**config.mk**
```make
export PLATFORM = sky130hd
export DESIGN_NAME = mfw_ctrl
export DESIGN_NICKNAME = d
export VERILOG_FILES = /design/src/mfw_pkg.sv /design/src/mfw_ctrl.sv /design/src/mfw_top_scan.sv
export SDC_FILE = /design/constraint.sdc
export NUM_CORES = 1
export LEC_CHECK = 0
export BUFFER_PORTS_ARGS = -buffer_cell sky130_fd_sc_hd__buf_2
export CAP_MARGIN = 20
export CORE_MARGIN = 4
export CORE_UTILIZATION = 30
export DETAILED_ROUTE_END_ITERATION = 10
export PLACE_DENSITY = 0.63
export SLEW_MARGIN = 40
export SYNTH_ARGS = -nofsm -noshare
export SYNTH_HDL_FRONTEND = slang
export SYNTH_SLANG_ARGS = --single-unit
```
**constraint.sdc**
```tcl
create_clock -name clk_i -period 6.9 [get_ports clk_i]
set_clock_uncertainty 0.05 [all_clocks]
set_input_delay 1.38 -clock clk_i [delete_from_list [all_inputs] [get_ports clk_i]]
set_output_delay 1.38 -clock clk_i [all_outputs]
set_load 0.02 [all_outputs]
```
**src/mfw_pkg.sv**
```systemverilog
// Constants and types shared by the flash write and erase controller
package mfw_pkg;
  // APB register byte offsets
  localparam logic [7:0] ADDR_CMD = 8'h00;
  localparam logic [7:0] ADDR_STAT = 8'h04;
  localparam logic [7:0] ADDR_PROT = 8'h08;
  localparam logic [7:0] ADDR_BOOT = 8'h0c;
  // Status register bit positions
  localparam int STAT_STP_BIT = 6;
  localparam int STAT_WEN_BIT = 5;
  localparam int STAT_BUSY_BIT = 4;
  // Protect configuration register layout
  localparam int PROT_DATA_AREA_ENABLE_BIT = 7;
  // Reset values
  localparam logic [7:0] CMD_RESET = 8'h00;
  // Unlock keys and counter
  localparam logic [7:0] KEY_ARM = 8'haa;
  localparam logic [7:0] KEY_OPEN = 8'h55;
  localparam logic [6:0] CNT_LOAD = 7'h7f;
  localparam logic [7:0] PAGE_LIMIT = 8'h40;
  localparam logic [5:0] DATA_PAGE_FIRST = 6'h3e;
  // Timing
  localparam int CLK_MHZ = 250;
  localparam int UNLOCK_WINDOW_NS = 8000;
  localparam int UNLOCK_STEPS = 128;
  localparam int TICK_CYC = (UNLOCK_WINDOW_NS * CLK_MHZ) / (1000 * UNLOCK_STEPS);
  localparam logic [3:0] TICK_LAST = 4'(TICK_CYC - 1);
  localparam int WRITE_CYC = 740;
  localparam int ERASE_CYC = 360000;
  localparam int OP_CNT_W = 19;
  // Boot parity scan and address map
  localparam int PAGE_SHIFT = 9;
  localparam logic [4:0] TOP_BYTES = 5'h10;
  localparam logic [14:0] TOP_BASE = 15'h7ff0;
  localparam logic [15:0] IRQ_VECTOR_BASE = 16'h0000;
  localparam logic [15:0] BOOT_ZERO = 16'h0000;

  typedef enum logic [1:0] {LK_IDLE, LK_ARMED, LK_OPEN} mfw_lock_t;
  typedef enum logic [1:0] {OP_IDLE, OP_WRITE, OP_ERASE} mfw_op_t;
endpackage

```
**src/mfw_ctrl.sv**
```systemverilog
// Flash write/erase sequencer with unlock, power-fail handling and boot select
//
// Added by the designer: the APB register port and the register offsets.
`timescale 1ns/100ps
module mfw_ctrl #(
  parameter int ERASE_CYCLES = mfw_pkg::ERASE_CYC
) (
  input wire logic clk_i,
  input wire logic srst_i,
  input wire logic psel_i,
  input wire logic penable_i,
  input wire logic pwrite_i,
  input wire logic [7:0] paddr_i,
  input wire logic [31:0] pwdata_i,
  output logic [31:0] prdata_o,
  output logic pready_o,
  output logic pslverr_o,
  input wire logic core_wr_i,
  input wire logic [14:0] core_addr_i,
  input wire logic [7:0] core_wdata_i,
  input wire logic core_fetch_flash_i,
  output logic core_stall_o,
  output logic core_irq_hold_o,
  output logic [15:0] core_start_addr_o,
  output logic [15:0] core_vector_base_o,
  input wire logic power_fail_i,
  input wire logic [6:0] unprotected_page_count_i,
  input wire logic data_area_enable_i,
  output logic flash_prog_o,
  output logic flash_erase_o,
  output logic [14:0] flash_addr_o,
  output logic [7:0] flash_wdata_o,
  output logic [14:0] flash_rd_addr_o,
  input wire logic [7:0] flash_rd_data_i
);
  import mfw_pkg::*;

  localparam logic [OP_CNT_W-1:0] WRITE_LAST = OP_CNT_W'(WRITE_CYC - 1);
  localparam logic [OP_CNT_W-1:0] ERASE_LAST = OP_CNT_W'(ERASE_CYCLES - 1);

  // Page may be touched if below the unprotected count, or in the data pair when the data area is enabled
  function automatic logic page_open(input logic [5:0] page, input logic [6:0] unprotected_page_count,
                                     input logic data_area_enable);
    page_open = ({1'b0, page} < unprotected_page_count) || (data_area_enable && page >= DATA_PAGE_FIRST);
  endfunction

  // Power-fail is asynchronous to the clock: two flops before use
  logic pf_meta_reg;
  logic pf_reg;

  always_ff @(posedge clk_i) begin
    if (srst_i) begin
      pf_meta_reg <= 1'b0;
      pf_reg <= 1'b0;
    end else begin
      pf_meta_reg <= power_fail_i;
      pf_reg <= pf_meta_reg;
    end
  end

  // Boot parity scan runs right after reset
  logic scan_done;
  logic scan_odd;

  mfw_top_scan u_scan (
    .clk_i(clk_i),
    .srst_i(srst_i),
    .rd_addr_o(flash_rd_addr_o),
    .rd_data_i(flash_rd_data_i),
    .done_o(scan_done),
    .odd_o(scan_odd)
  );

  // APB decode; the slave always answers in the access cycle
  logic apb_wr;
  logic apb_rd;
  logic hit;

  assign apb_wr = psel_i && penable_i && pwrite_i;
  assign apb_rd = psel_i && penable_i && !pwrite_i;
  assign hit = (paddr_i == ADDR_CMD) || (paddr_i == ADDR_STAT) ||
               (paddr_i == ADDR_PROT) || (paddr_i == ADDR_BOOT);
  assign pready_o = 1'b1;
  assign pslverr_o = psel_i && penable_i && !hit;

  logic cmd_wr;
  logic stat_wr;
  logic [7:0] wbyte;

  assign cmd_wr = apb_wr && (paddr_i == ADDR_CMD);
  assign stat_wr = apb_wr && (paddr_i == ADDR_STAT);
  assign wbyte = pwdata_i[7:0];

  // Unlock state, prescaler and 7-bit down counter
  mfw_lock_t lock_reg;
  mfw_lock_t lock_next;
  logic [6:0] dcnt_reg;
  logic [6:0] dcnt_next;
  logic [3:0] tick_reg;
  logic [3:0] tick_next;
  logic wen_reg;
  logic wen_next;
  logic [7:0] cmd_reg;
  logic [7:0] cmd_next;

  // Operation state
  mfw_op_t op_reg;
  mfw_op_t op_next;
  logic [OP_CNT_W-1:0] opcnt_reg;
  logic [OP_CNT_W-1:0] opcnt_next;
  logic [14:0] faddr_reg;
  logic [14:0] faddr_next;
  logic [7:0] fdata_reg;
  logic [7:0] fdata_next;
  logic busy;
  logic erase_go;
  logic write_go;

  assign busy = (op_reg != OP_IDLE);

  // New requests need enable, an idle array, no power fail and an open page
  assign erase_go = cmd_wr && ({1'b0, wbyte} < {1'b0, PAGE_LIMIT}) && wen_reg &&
                    !busy && !pf_reg &&
                    page_open(wbyte[5:0], unprotected_page_count_i, data_area_enable_i);
  assign write_go = core_wr_i && wen_reg && !busy && !pf_reg &&
                    page_open(core_addr_i[14:9], unprotected_page_count_i,
                              data_area_enable_i);

  // Unlock sequence; 15-clock steps of 60 ns keep the window just under 8 us
  always_comb begin
    lock_next = lock_reg;
    dcnt_next = dcnt_reg;
    tick_next = tick_reg;
    cmd_next = cmd_reg;
    wen_next = wen_reg;
    if (lock_reg != LK_IDLE) begin
      if (tick_reg == TICK_LAST) begin
        tick_next = 4'h0;
        if (dcnt_reg == 7'h00) begin
          lock_next = LK_IDLE;
        end else begin
          dcnt_next = dcnt_reg - 7'h01;
        end
      end else begin
        tick_next = tick_reg + 4'h1;
      end
    end
    if (cmd_wr) begin
      cmd_next = wbyte;
      if (wbyte == KEY_ARM) begin
        lock_next = LK_ARMED;
        dcnt_next = CNT_LOAD;
        tick_next = 4'h0;
      end else if (wbyte == KEY_OPEN && lock_reg == LK_ARMED) begin
        lock_next = LK_OPEN;
        dcnt_next = CNT_LOAD;
        tick_next = 4'h0;
      end else if ({1'b0, wbyte} >= {1'b0, PAGE_LIMIT}) begin
        // A wrong key ends any attempt in progress
        lock_next = LK_IDLE;
      end
    end
    // Enable stays until cleared; clearing needs no key
    if (stat_wr) begin
      if (!pwdata_i[STAT_WEN_BIT]) begin
        wen_next = 1'b0;
      end else if (lock_reg == LK_OPEN) begin
        wen_next = 1'b1;
      end
    end
  end

  always_ff @(posedge clk_i) begin
    if (srst_i) begin
      lock_reg <= LK_IDLE;
      dcnt_reg <= 7'h00;
      tick_reg <= 4'h0;
      cmd_reg <= CMD_RESET;
      wen_reg <= 1'b0;
    end else begin
      lock_reg <= lock_next;
      dcnt_reg <= dcnt_next;
      tick_reg <= tick_next;
      cmd_reg <= cmd_next;
      wen_reg <= wen_next;
    end
  end

  // Self-timed write and erase; no power-fail flag is kept, on purpose
  always_comb begin
    op_next = op_reg;
    opcnt_next = opcnt_reg;
    faddr_next = faddr_reg;
    fdata_next = fdata_reg;
    unique case (op_reg)
      OP_IDLE: begin
        if (erase_go) begin
          op_next = OP_ERASE;
          opcnt_next = ERASE_LAST;
          faddr_next = 15'(wbyte[5:0]) << PAGE_SHIFT;
        end else if (write_go) begin
          op_next = OP_WRITE;
          opcnt_next = WRITE_LAST;
          faddr_next = core_addr_i;
          fdata_next = core_wdata_i;
        end
      end
      OP_WRITE: begin
        // A started byte write always finishes
        if (opcnt_reg == '0) begin
          op_next = OP_IDLE;
        end else begin
          opcnt_next = opcnt_reg - OP_CNT_W'(1);
        end
      end
      OP_ERASE: begin
        if (pf_reg || opcnt_reg == '0) begin
          op_next = OP_IDLE;
          opcnt_next = '0;
        end else begin
          opcnt_next = opcnt_reg - OP_CNT_W'(1);
        end
      end
    endcase
  end

  always_ff @(posedge clk_i) begin
    if (srst_i) begin
      op_reg <= OP_IDLE;
      opcnt_reg <= '0;
      faddr_reg <= 15'h0000;
      fdata_reg <= 8'h00;
    end else begin
      op_reg <= op_next;
      opcnt_reg <= opcnt_next;
      faddr_reg <= faddr_next;
      fdata_reg <= fdata_next;
    end
  end

  assign flash_prog_o = (op_reg == OP_WRITE);
  assign flash_erase_o = (op_reg == OP_ERASE);
  assign flash_addr_o = faddr_reg;
  assign flash_wdata_o = fdata_reg;

  // Protected-start flag and start address, recomputed every cycle once the scan ends
  logic stp_reg;
  logic stp_next;
  logic [15:0] start_reg;
  logic [15:0] start_next;

  always_comb begin
    stp_next = stp_reg;
    start_next = start_reg;
    if (scan_done) begin
      stp_next = data_area_enable_i && scan_odd;
      start_next = stp_next ? 16'(unprotected_page_count_i) << PAGE_SHIFT : BOOT_ZERO;
    end
  end

  always_ff @(posedge clk_i) begin
    if (srst_i) begin
      stp_reg <= 1'b0;
      start_reg <= BOOT_ZERO;
    end else begin
      stp_reg <= stp_next;
      start_reg <= start_next;
    end
  end

  assign core_start_addr_o = start_reg;
  assign core_vector_base_o = IRQ_VECTOR_BASE;

  // Core waits for the boot scan, and for any operation while fetching flash
  assign core_stall_o = !scan_done || (busy && core_fetch_flash_i);
  assign core_irq_hold_o = core_stall_o;

  // Read mux; data held in a flop so prdata changes only on clock edges
  logic [31:0] rdata_reg;
  logic [31:0] rdata_next;

  always_comb begin
    rdata_next = 32'h0000_0000;
    if (psel_i && !penable_i && !pwrite_i) begin
      unique case (paddr_i)
        ADDR_CMD: rdata_next = {24'h000000, cmd_reg};
        ADDR_STAT: begin
          rdata_next[STAT_STP_BIT] = stp_reg;
          rdata_next[STAT_WEN_BIT] = wen_reg;
          rdata_next[STAT_BUSY_BIT] = busy;
        end
        ADDR_PROT: begin
          rdata_next[PROT_DATA_AREA_ENABLE_BIT] = data_area_enable_i;
          rdata_next[6:0] = unprotected_page_count_i;
        end
        ADDR_BOOT: rdata_next = {16'h0000, start_reg};
        default: rdata_next = 32'h0000_0000;
      endcase
    end else if (apb_rd) begin
      rdata_next = rdata_reg;
    end
  end

  always_ff @(posedge clk_i) begin
    if (srst_i) begin
      rdata_reg <= 32'h0000_0000;
    end else begin
      rdata_reg <= rdata_next;
    end
  end

  assign prdata_o = rdata_reg;
endmodule

```
**src/mfw_top_scan.sv**
```systemverilog
// Reset-time parity scan of the highest sixteen data-area bytes
`timescale 1ns/100ps
module mfw_top_scan (
  input wire logic clk_i,
  input wire logic srst_i,
  output logic [14:0] rd_addr_o,
  input wire logic [7:0] rd_data_i,
  output logic done_o,
  output logic odd_o
);
  import mfw_pkg::*;

  logic [4:0] idx_reg;
  logic [4:0] idx_next;
  logic pend_reg;
  logic pend_next;
  logic par_reg;
  logic par_next;
  logic done_reg;
  logic done_next;

  // Issue one address a cycle; the array answers one cycle later
  always_comb begin
    idx_next = idx_reg;
    pend_next = 1'b0;
    par_next = par_reg;
    done_next = done_reg;
    if (!done_reg) begin
      if (idx_reg < TOP_BYTES) begin
        idx_next = idx_reg + 5'h01;
        pend_next = 1'b1;
      end
      if (pend_reg) begin
        par_next = par_reg ^ (^rd_data_i);
      end
      if (idx_reg == TOP_BYTES && pend_reg) begin
        done_next = 1'b1;
      end
    end
  end

  always_ff @(posedge clk_i) begin
    if (srst_i) begin
      idx_reg <= 5'h00;
      pend_reg <= 1'b0;
      par_reg <= 1'b0;
      done_reg <= 1'b0;
    end else begin
      idx_reg <= idx_next;
      pend_reg <= pend_next;
      par_reg <= par_next;
      done_reg <= done_next;
    end
  end

  assign rd_addr_o = TOP_BASE | {11'h000, idx_reg[3:0]};
  assign done_o = done_reg;
  assign odd_o = par_reg;
endmodule

```
==> results by group, run 1 <==
Logic synthesis
  • Post-synth cell types: 58
  • Fraction of registers with async set/reset: 0
  • Mapped Avg Cell Area: 7.98 sq um
  • Mapped Area: 5440 sq um
  • Yosys reg bits: 99
  • Post-Synth Simple-Gate Area: 0.233
  • Synth Flop Type: dfxtp_1
  • Post-synthesis mux area share: 0.0306
  • Largest family of logic cells by synthesized area: simple AND/OR/NAND/NOR gates
  • YS warnings: 0
  • Post-synthesis compound-gate area fraction: 0.180
  • Post-Syn Instances: 681
  • XOR/XNOR share of the synthesized area: 0.0226
  • Seq/Total Area, Yosys: 0.365
  • Post-synth EDFFs: 0
  • Synth Area in Adders: 0.0437

Detailed routing
  • Residual DRC: 0
  • Initial drt markers: 296
  • Routed wire per std cell: 13.9 microns
  • Detailed Routing Iterations Pass 1: 5
  • DRT antenna net count: 0
  • WL final: 13900 microns
  • Vias per cell: 4.81
  • Vias after detailed routing: 4814

Final layout
  • Area taken by multi-input logic gates: 2990 sq um
  • Layout cells sized above 1: 0.202
  • Layout Nets: 875
  • Fill cells: 1859
  • Design Area, Final: 6230 sq um
  • Storage element area: 1980 sq um
  • Post-Layout Cell Count: 1000
  • Max reg flops: 19
  • Core Util, Final: 0.355
  • Area grow syn2layout: 14.6%

Setup path
  • WS Path Type: in -> reg
  • Worst Path Max Fanout: 15
  • Cells on worst reg2reg path: 10
  • Flop2flop setup slack: 3700 ps
  • Reg2reg end: opcnt_reg[16]
  • FF-to-FF Start: op_reg[0]
  • Worst setup EP type: flip-flop
  • Critical Path RT: 7130 ps
  • Worst setup endpoint: opcnt_reg[16]
  • Startpoint Class: input pin
  • Worst Setup SP: unprotected_page_count_i[2]
  • Arrival @ worst endpoint: 3860 ps

CTS
  • Worst-skew pair later-pin latency: 350 ps
  • Hold-fix buffers, CTS: 0
  • CTS max path bufs: 2
  • Root Buffer: clkbuf_16
  • H-Tree Depth: 3
  • TritonCTS Buffers: 9
  • Clk slew on worst S/H paths: 70 ps
  • Setup Fix Bufs, Post-CTS: 0
  • Resized cells post-CTS: 0
  • CTS tree: built
  • CTS Sinks: 99

Timing
  • Highest clock rate: 276 MHz
  • Max-slew violation count: 0
  • RSZ-0062 raised after global routing: no
  • Final count of hold timing violations: 0
  • Final WS setup: 3270 ps
  • Period utilization: 0.526
  • Tmin final: 3630 ps
  • Setup Viol. Count Final: 0
  • Least-Margin Pin Slew: 732 ps
  • Rel. slew slack: 0.512
  • Total negative slack: 0 ps

Placed design
  • Placed cells: 983
  • IO Port Bufs: 116
  • Hpwl dp: 10300 microns
  • GP Congestion: 0.829
  • Placement Cell Area: 5910 sq um
  • Pre-CTS setup slack: 2950 ps

Floorplan
  • Initial core utilization: 0.310
  • Die Y: 143 microns
  • Die W: 143 microns
  • Core area: 17500 sq um
  • # rows: 48
  • Num ports: 195
  • Die ar.: 20300 sq um

Global routing
  • All-Layer GR Usage: 0.131
  • Pin count of the biggest net entering global routing: 54
  • Grt ovf: 0
  • Vias in the first global route: 4347
  • Initial antenna violation count: 0
  • First-pass GRT wire length: 21700 microns

Pwr
  • Power Dens Cells: 195 nW/um^2
  • P_leak: 2.54 nW
  • Maximum vdd drop: 0.133 mV

Hold path
  • Hold Path Class: reg -> reg

Outcome
  • Status: finished clean

Job
  • Max Cap Viol: 0
## metrics by stage
step                total power, mW  hold WS [ps]
finish                         1.22           399
global route                   1.27           419
CTS                            1.23           401
detailed placement            0.701           391
global placement              0.700           387
floorplan                     0.688           364
## synthesized netlist by cell type, types with 7 or more instances
| cell type | instances | share of area |
|---|---|---|
| a22oi_1 | 16 | 0.022 |
| nand2_1 | 69 | 0.048 |
| mux2i_1 | 11 | 0.020 |
| a21oi_1 | 72 | 0.066 |
| nor2b_1 | 10 | 0.012 |
| inv_1 | 18 | 0.012 |
| nand3_1 | 21 | 0.019 |
| a211oi_1 | 9 | 0.012 |
| o21ai_1 | 10 | 0.0092 |
| ha_1 | 19 | 0.044 |
| buf_4 | 61 | 0.084 |
| o21ai_0 | 44 | 0.041 |
| xnor2_1 | 9 | 0.015 |
| nor3_1 | 16 | 0.015 |
| or3_1 | 7 | 0.0081 |
| dfxtp_1 | 99 | 0.36 |
| nor4_1 | 8 | 0.0092 |
| nor2_1 | 71 | 0.049 |
| clkbuf_1 | 21 | 0.015 |
## layout make-up
| class | instances | share of cell area |
|---|---|---|
| well taps | 225 | 0.0452 |
| clock buffers | 10 | 0.0368 |
| diodes | 1 | 0.000402 |
| repair buffers | 118 | 0.0960 |
| flip-flops and latches | 99 | 0.318 |
| clock inverters | 6 | 0.0127 |
| multi-input cells | 523 | 0.480 |
| inverters | 18 | 0.0108 |
## how the worst min path moves through the flow
stage | from | end | slack, ps | cells after the start
CTS | cmd_reg[4] | cmd_reg[4] | 400 | 2
floorplan | pf_meta_reg | pf_reg | 360 | 1
global placement | cmd_reg[5] | cmd_reg[5] | 390 | 2
finish | flash_addr_o[5] | flash_addr_o[5] | 400 | 2
detailed placement | cmd_reg[4] | cmd_reg[4] | 390 | 2
global route | cmd_reg[3] | cmd_reg[3] | 420 | 2
## layer usage
layer / wire [microns] / GRT usage
met5: 0 / 0
met4: 132 / 0.0260
met3: 1110 / 0.0477
met1: 6060 / 0.167
met2: 6570 / 0.215
## where the power goes
group,switching [mW],internal [mW],leakage (nW),total (mW)
combinational,0.0744,0.0351,1.59,0.109
clock,0.237,0.290,0.152,0.528
sequential,0.00357,0.575,0.799,0.578
total,0.315,0.900,2.54,1.22
## cell families (layout without fill, tap and decap cells)
group	after synthesis	in the layout
multiplexers	16	16
buffers and inverters	111	152
adder cells (fa/ha/maj)	19	19
XOR/XNOR	14	14
flip-flops	99	99
other	2	55
AND/OR/NAND/NOR	250	250
AO/OA/AOI/OAI	170	170
## critical path: stages
cell and delay [ps]:
buf_2 120, inv_1 70, ha_1 290, a21o_1 180
a31oi_1 130, o21ai_0 190, a21o_1 400, a31oi_2 700
o21ai_0 210, a21oi_1 180
## layout by cell type, fill, tap and decap left out, types with 18 or more instances in the layout
cell type,count
nand2_1,69
inv_1,18
ha_1,19
buf_2,115
nor2_1,70
nand3_1,21
o21ai_0,44
dfxtp_1,99
a21oi_1,71
conb_1,54
Note: power is estimated with default switching activity, not from simulation.
==> run 2, diff against run 1 <==
PLACE_DENSITY = 0.65   (was 0.63)
clock period = 3.3 ns   (was 6.9 ns; I/O delays follow)
==> run 2 against run 1 <==
First-iteration DRC count increased by 2.0%. Worst setup slack got worse by 2600 ps. Sequential share of layout area decreased by 0.37 points. Via count increased by 0.89%. Wire length increased by 0.70%. Power increased by 110%. Clock power increased by 120%. Global-route usage increased by 0.078 points. Critical path depth decreased by 2. Hold slack got worse by 13 ps.
==> results by group, run 2 (synthesis gave the netlist of run 1 again) <==
Placed design
  • Placement Cell Area: 5980 sq um
  • Hpwl dp: 10500 microns
  • Pre-CTS setup slack: 352 ps
  • IO Port Bufs: 116
  • GP Congestion: 0.809
  • Placed cells: 994

Detailed routing
  • Residual DRC: 0
  • Initial drt markers: 302
  • DRT antenna net count: 0
  • Routed wire per std cell: 13.8 microns
  • Vias per cell: 4.81
  • Vias after detailed routing: 4857
  • WL final: 14000 microns
  • Detailed Routing Iterations Pass 1: 5

Timing
  • Least-Margin Pin Slew: 576 ps
  • Final count of hold timing violations: 0
  • Rel. slew slack: 0.612
  • Tmin final: 2630 ps
  • Highest clock rate: 381 MHz
  • RSZ-0062 raised after global routing: no
  • Final WS setup: 674 ps
  • Max-slew violation count: 0
  • Setup Viol. Count Final: 0
  • Hold WS: 386 ps
  • Period utilization: 0.796
  • Total negative slack: 0 ps

CTS
  • Resized cells post-CTS: 0
  • Hold-fix buffers, CTS: 0
  • TritonCTS Buffers: 9
  • CTS max path bufs: 2
  • Root Buffer: clkbuf_16
  • Worst-skew pair later-pin latency: 350 ps
  • CTS tree: built
  • Setup Fix Bufs, Post-CTS: 0
  • CTS Sinks: 99
  • H-Tree Depth: 3
  • Clk slew on worst S/H paths: 70 ps

Global routing
  • All-Layer GR Usage: 0.132
  • Pin count of the biggest net entering global routing: 34
  • Grt ovf: 0
  • Initial antenna violation count: 1
  • First-pass GRT wire length: 22100 microns
  • Vias in the first global route: 4417

Final layout
  • Area taken by multi-input logic gates: 2970 sq um
  • Layout cells sized above 1: 0.208
  • Area grow syn2layout: 16.0%
  • Layout Nets: 886
  • Diodes inserted: 0
  • Commonest non-fill, non-tap cells in the layout: buf_2 (116), dfxtp_1 (99), a21oi_1 (72)
  • Core Util, Final: 0.359
  • Design Area, Final: 6300 sq um
  • Storage element area: 1980 sq um
  • Fill cells: 1861
  • Most common cell after layout, fill and taps aside: buf_2
  • Post-Layout Cell Count: 1010
  • Max reg flops: 19

Floorplan
  • Die W: 143 microns
  • Num ports: 195
  • # rows: 48
  • Die Y: 143 microns
  • Core area: 17500 sq um
  • Initial core utilization: 0.310
  • Die ar.: 20300 sq um

Setup path
  • Worst setup EP type: flip-flop
  • Critical Path RT: 3520 ps
  • Worst Path Max Fanout: 11
  • WS Path Type: in -> reg
  • Arrival @ worst endpoint: 2850 ps
  • Startpoint Class: input pin

Hold path
  • Hold Path Class: reg -> reg

Pwr
  • Power Dens Cells: 413 nW/um^2
  • P_leak: 2.60 nW
  • Pwr Total: 2.60 mW
  • Maximum vdd drop: 0.314 mV

Job
  • Max Cap Viol: 0

Outcome
  • Status: finished clean
==> run 2: final cells by class <==
class | count | share of cell area
inverters | 18 | 0.0107
multi-input cells | 523 | 0.471
clock inverters | 6 | 0.0149
well taps | 225 | 0.0447
clock buffers | 10 | 0.0363
flip-flops and latches | 99 | 0.314
repair buffers | 129 | 0.108
==> run 2: layer usage <==
metal | global-route usage | vias to the layer above | part of all wire
met4 | 0.0265 | 2 | 0.0098
met2 | 0.212 | 149 | 0.47
li1 | - | 2452 | -
met1 | 0.174 | 2240 | 0.45
met3 | 0.0440 | 14 | 0.069
met5 | 0 | - | 0.00050
==> run 2: power breakdown <==
part / internal, mW / switching (mW)
sequential: 1.20 / 0.00701
clock: 0.675 / 0.488
combinational: 0.0744 / 0.155
total: 1.95 / 0.650
==> run 2: path summary, 6_finish.rpt <==
path	startpoint	to	slack [ps]	cells past startpoint
worst max-delay path	pwdata_i[6]	opcnt_reg[10]	670	8
worst min-delay path	pf_meta_reg	pf_reg	390	1
worst max register to register	opcnt_reg[4]	opcnt_reg[10]	680	7
worst min register to register	pf_meta_reg	pf_reg	390	1
==> run 2: critical path, cell delays in order <==
cell and delay (ps):
buf_2 130, or2_2 310, nor3_1 250, or4b_1 500, a21oi_1 240, and2b_1 420, o21ai_0 170, a21oi_1 170
==> run 3, diff against run 2 <==
ABC_AREA = 1   (was default)
PLACE_DENSITY = 0.64   (was 0.65)
clock period = 2.4 ns   (was 3.3 ns; I/O delays follow)
==> run 3 against run 2 <==
Core utilization is 0.43 points higher. Critical path depth rose by 3. First-iteration DRC count is 22% lower. Power up 130%. Area after synthesis is 6.2% higher. Clock power increased by 32%. Sequential power grew 59%. Worst setup slack lost 330 ps. Cell count rose by 24%.
==> results by group, run 3 <==
Detailed routing
  • Initial drt markers: 237
  • Vias after detailed routing: 5475
  • WL final: 15000 microns
  • Residual DRC: 0
  • Vias per cell: 4.39
  • DRT antenna net count: 0
  • Routed wire per std cell: 12.0 microns
  • Detailed Routing Iterations Pass 1: 5

CTS
  • Setup Fix Bufs, Post-CTS: 0
  • TritonCTS Buffers: 9
  • CTS Sinks: 99
  • Hold-fix buffers, CTS: 0
  • Resized cells post-CTS: 0
  • Root Buffer: clkbuf_16
  • Worst-skew pair later-pin latency: 360 ps
  • CTS tree: built
  • H-Tree Depth: 3
  • CTS max path bufs: 2
  • Clk slew on worst S/H paths: 80 ps

Timing
  • Total negative slack: 0 ps
  • Setup Viol. Count Final: 0
  • Tmin final: 2060 ps
  • Max-slew violation count: 0
  • Least-Margin Pin Slew: 658 ps
  • Period utilization: 0.857
  • Hold WS: 288 ps
  • Rel. slew slack: 0.558
  • RSZ-0062 raised after global routing: no
  • Final WS setup: 344 ps
  • Final count of hold timing violations: 0
  • Highest clock rate: 486 MHz

Pwr
  • P_leak: 3.44 nW
  • Power Dens Cells: 866 nW/um^2
  • Maximum vdd drop: 0.473 mV
  • Pwr Total: 5.93 mW

Setup path
  • Startpoint Class: flip-flop
  • Crit-path max cell delay: 340 ps
  • Critical Path RT: 2610 ps
  • Worst setup EP type: flip-flop
  • Critical-path top delay cell: nor3b_1
  • Most common cell on crit path: nand2_1
  • Sequence of cells on the critical path: inv_1 > ha_1 > nor3b_1 > nand3_1 > nand2_1 > nand2_1 > buf_4 > nand3_1 > nand2_1 > o21ai_0 > nor2_1
  • Worst Path Max Fanout: 9
  • Arrival @ worst endpoint: 2260 ps
  • WS Path Type: reg -> reg

Final layout
  • Design Area, Final: 6850 sq um
  • Area grow syn2layout: 18.6%
  • Max reg flops: 19
  • Most common cell after layout, fill and taps aside: nand2_1
  • Layout cells sized above 1: 0.170
  • Layout Nets: 1089
  • Core Util, Final: 0.364
  • Post-Layout Cell Count: 1248
  • Diodes inserted: 0
  • Commonest non-fill, non-tap cells in the layout: nand2_1 (205), nor2_1 (119), buf_2 (116)

Placed design
  • Placed cells: 1232
  • Pre-CTS setup slack: 69.9 ps
  • IO Port Bufs: 116
  • GP Congestion: 0.828
  • Hpwl dp: 11300 microns
  • Placement Cell Area: 6540 sq um

Floorplan
  • Initial core utilization: 0.307
  • Die ar.: 21500 sq um
  • Core area: 18800 sq um
  • Num ports: 195
  • # rows: 50
  • Die W: 147 microns
  • Die Y: 147 microns

Global routing
  • Vias in the first global route: 5035
  • Grt ovf: 0
  • Pin count of the biggest net entering global routing: 53
  • First-pass GRT wire length: 24300 microns
  • Initial antenna violation count: 0
  • All-Layer GR Usage: 0.135

Logic synthesis
  • Area leader, netlist: dfxtp_1
  • Post-synth top area share: 0.343
  • Post-Syn Instances: 862
  • Yosys reg bits: 99
  • Mapped Avg Cell Area: 6.70 sq um
  • Fraction of registers with async set/reset: 0
  • Seq/Total Area, Yosys: 0.343
  • Synth Flop Type: dfxtp_1
  • Most frequent cells after synthesis: nand2_1 (205), nor2_1 (119), dfxtp_1 (99)
  • Main area contributors after synthesis: dfxtp_1 (34%), nand2_1 (13%), buf_4 (7.9%)
  • Mapped Area: 5770 sq um
  • Post-synth EDFFs: 0
  • YS warnings: 0
  • Post-synth cell types: 38
  • Top-count cell post-synth: nand2_1

Job
  • Max Cap Viol: 0

Outcome
  • Status: finished clean

Hold path
  • Hold Path Class: in -> reg
run 3: changes by cell type after synthesis, moves of 16 or more:
cell     previous run  this run
nand2_1            69       205
inv_1              18        95
a22oi_1            16         0
a21oi_1            72        55
nor2_1             71       119
nand3_1            21        61
run 3: logic make-up after synthesis:
group | Yosys count | share of synthesized area
and+or+nand+nor | 422 | 0.312
buffers and inverters | 178 | 0.161
AOI/OAI and AO/OA | 123 | 0.112
DFF | 99 | 0.343
xor gates and xnor gates | 19 | 0.0288
adders and majority gates | 19 | 0.0412
other | 2 | 0.00130
run 3: worst paths after layout:
kind                      from       endpoint  slack [ps]  cells past startpoint
setup / recovery  opcnt_reg[0]  opcnt_reg[13]         340                     11
setup reg to reg  opcnt_reg[0]  opcnt_reg[13]         340                     11
hold / removal    power_fail_i    pf_meta_reg         290                      3
hold reg to reg    pf_meta_reg         pf_reg         360                      2
run 3: power breakdown:
group | switching (mW) | leakage, nW | internal (mW) | total (mW)
sequential | 0.138 | 0.802 | 1.78 | 1.92
clock | 0.654 | 0.153 | 0.874 | 1.53
combinational | 1.60 | 2.48 | 0.883 | 2.48
total | 2.39 | 3.44 | 3.54 | 5.93
run 3: critical path, delay by kind of cell, from the launching register on:
family | cells | cell delay (ps)
fa+ha+maj | 1 | 160
simple gates | 7 | 900
compound gates | 1 | 150
buf+inv | 2 | 370
flops | 1 | 320
run 3: layout make-up:
type	instances	area [sq um]
fill	2022	12000
clock buffer	12	256
clock inverter	4	56.3
timing repair buffer	139	803
multi-input combinational	637	3060
tap	260	325
inverter	97	364
sequential	99	1980
run 3: routing by layer:
| metal | vias up | share of wire | global-route usage |
|---|---|---|---|
| met5 | - | 0 | 0 |
| met4 | 0 | 0.014 | 0.0405 |
| met3 | 12 | 0.066 | 0.0367 |
| met2 | 149 | 0.46 | 0.221 |
| met1 | 2444 | 0.46 | 0.175 |
| li1 | 2870 | - | - |
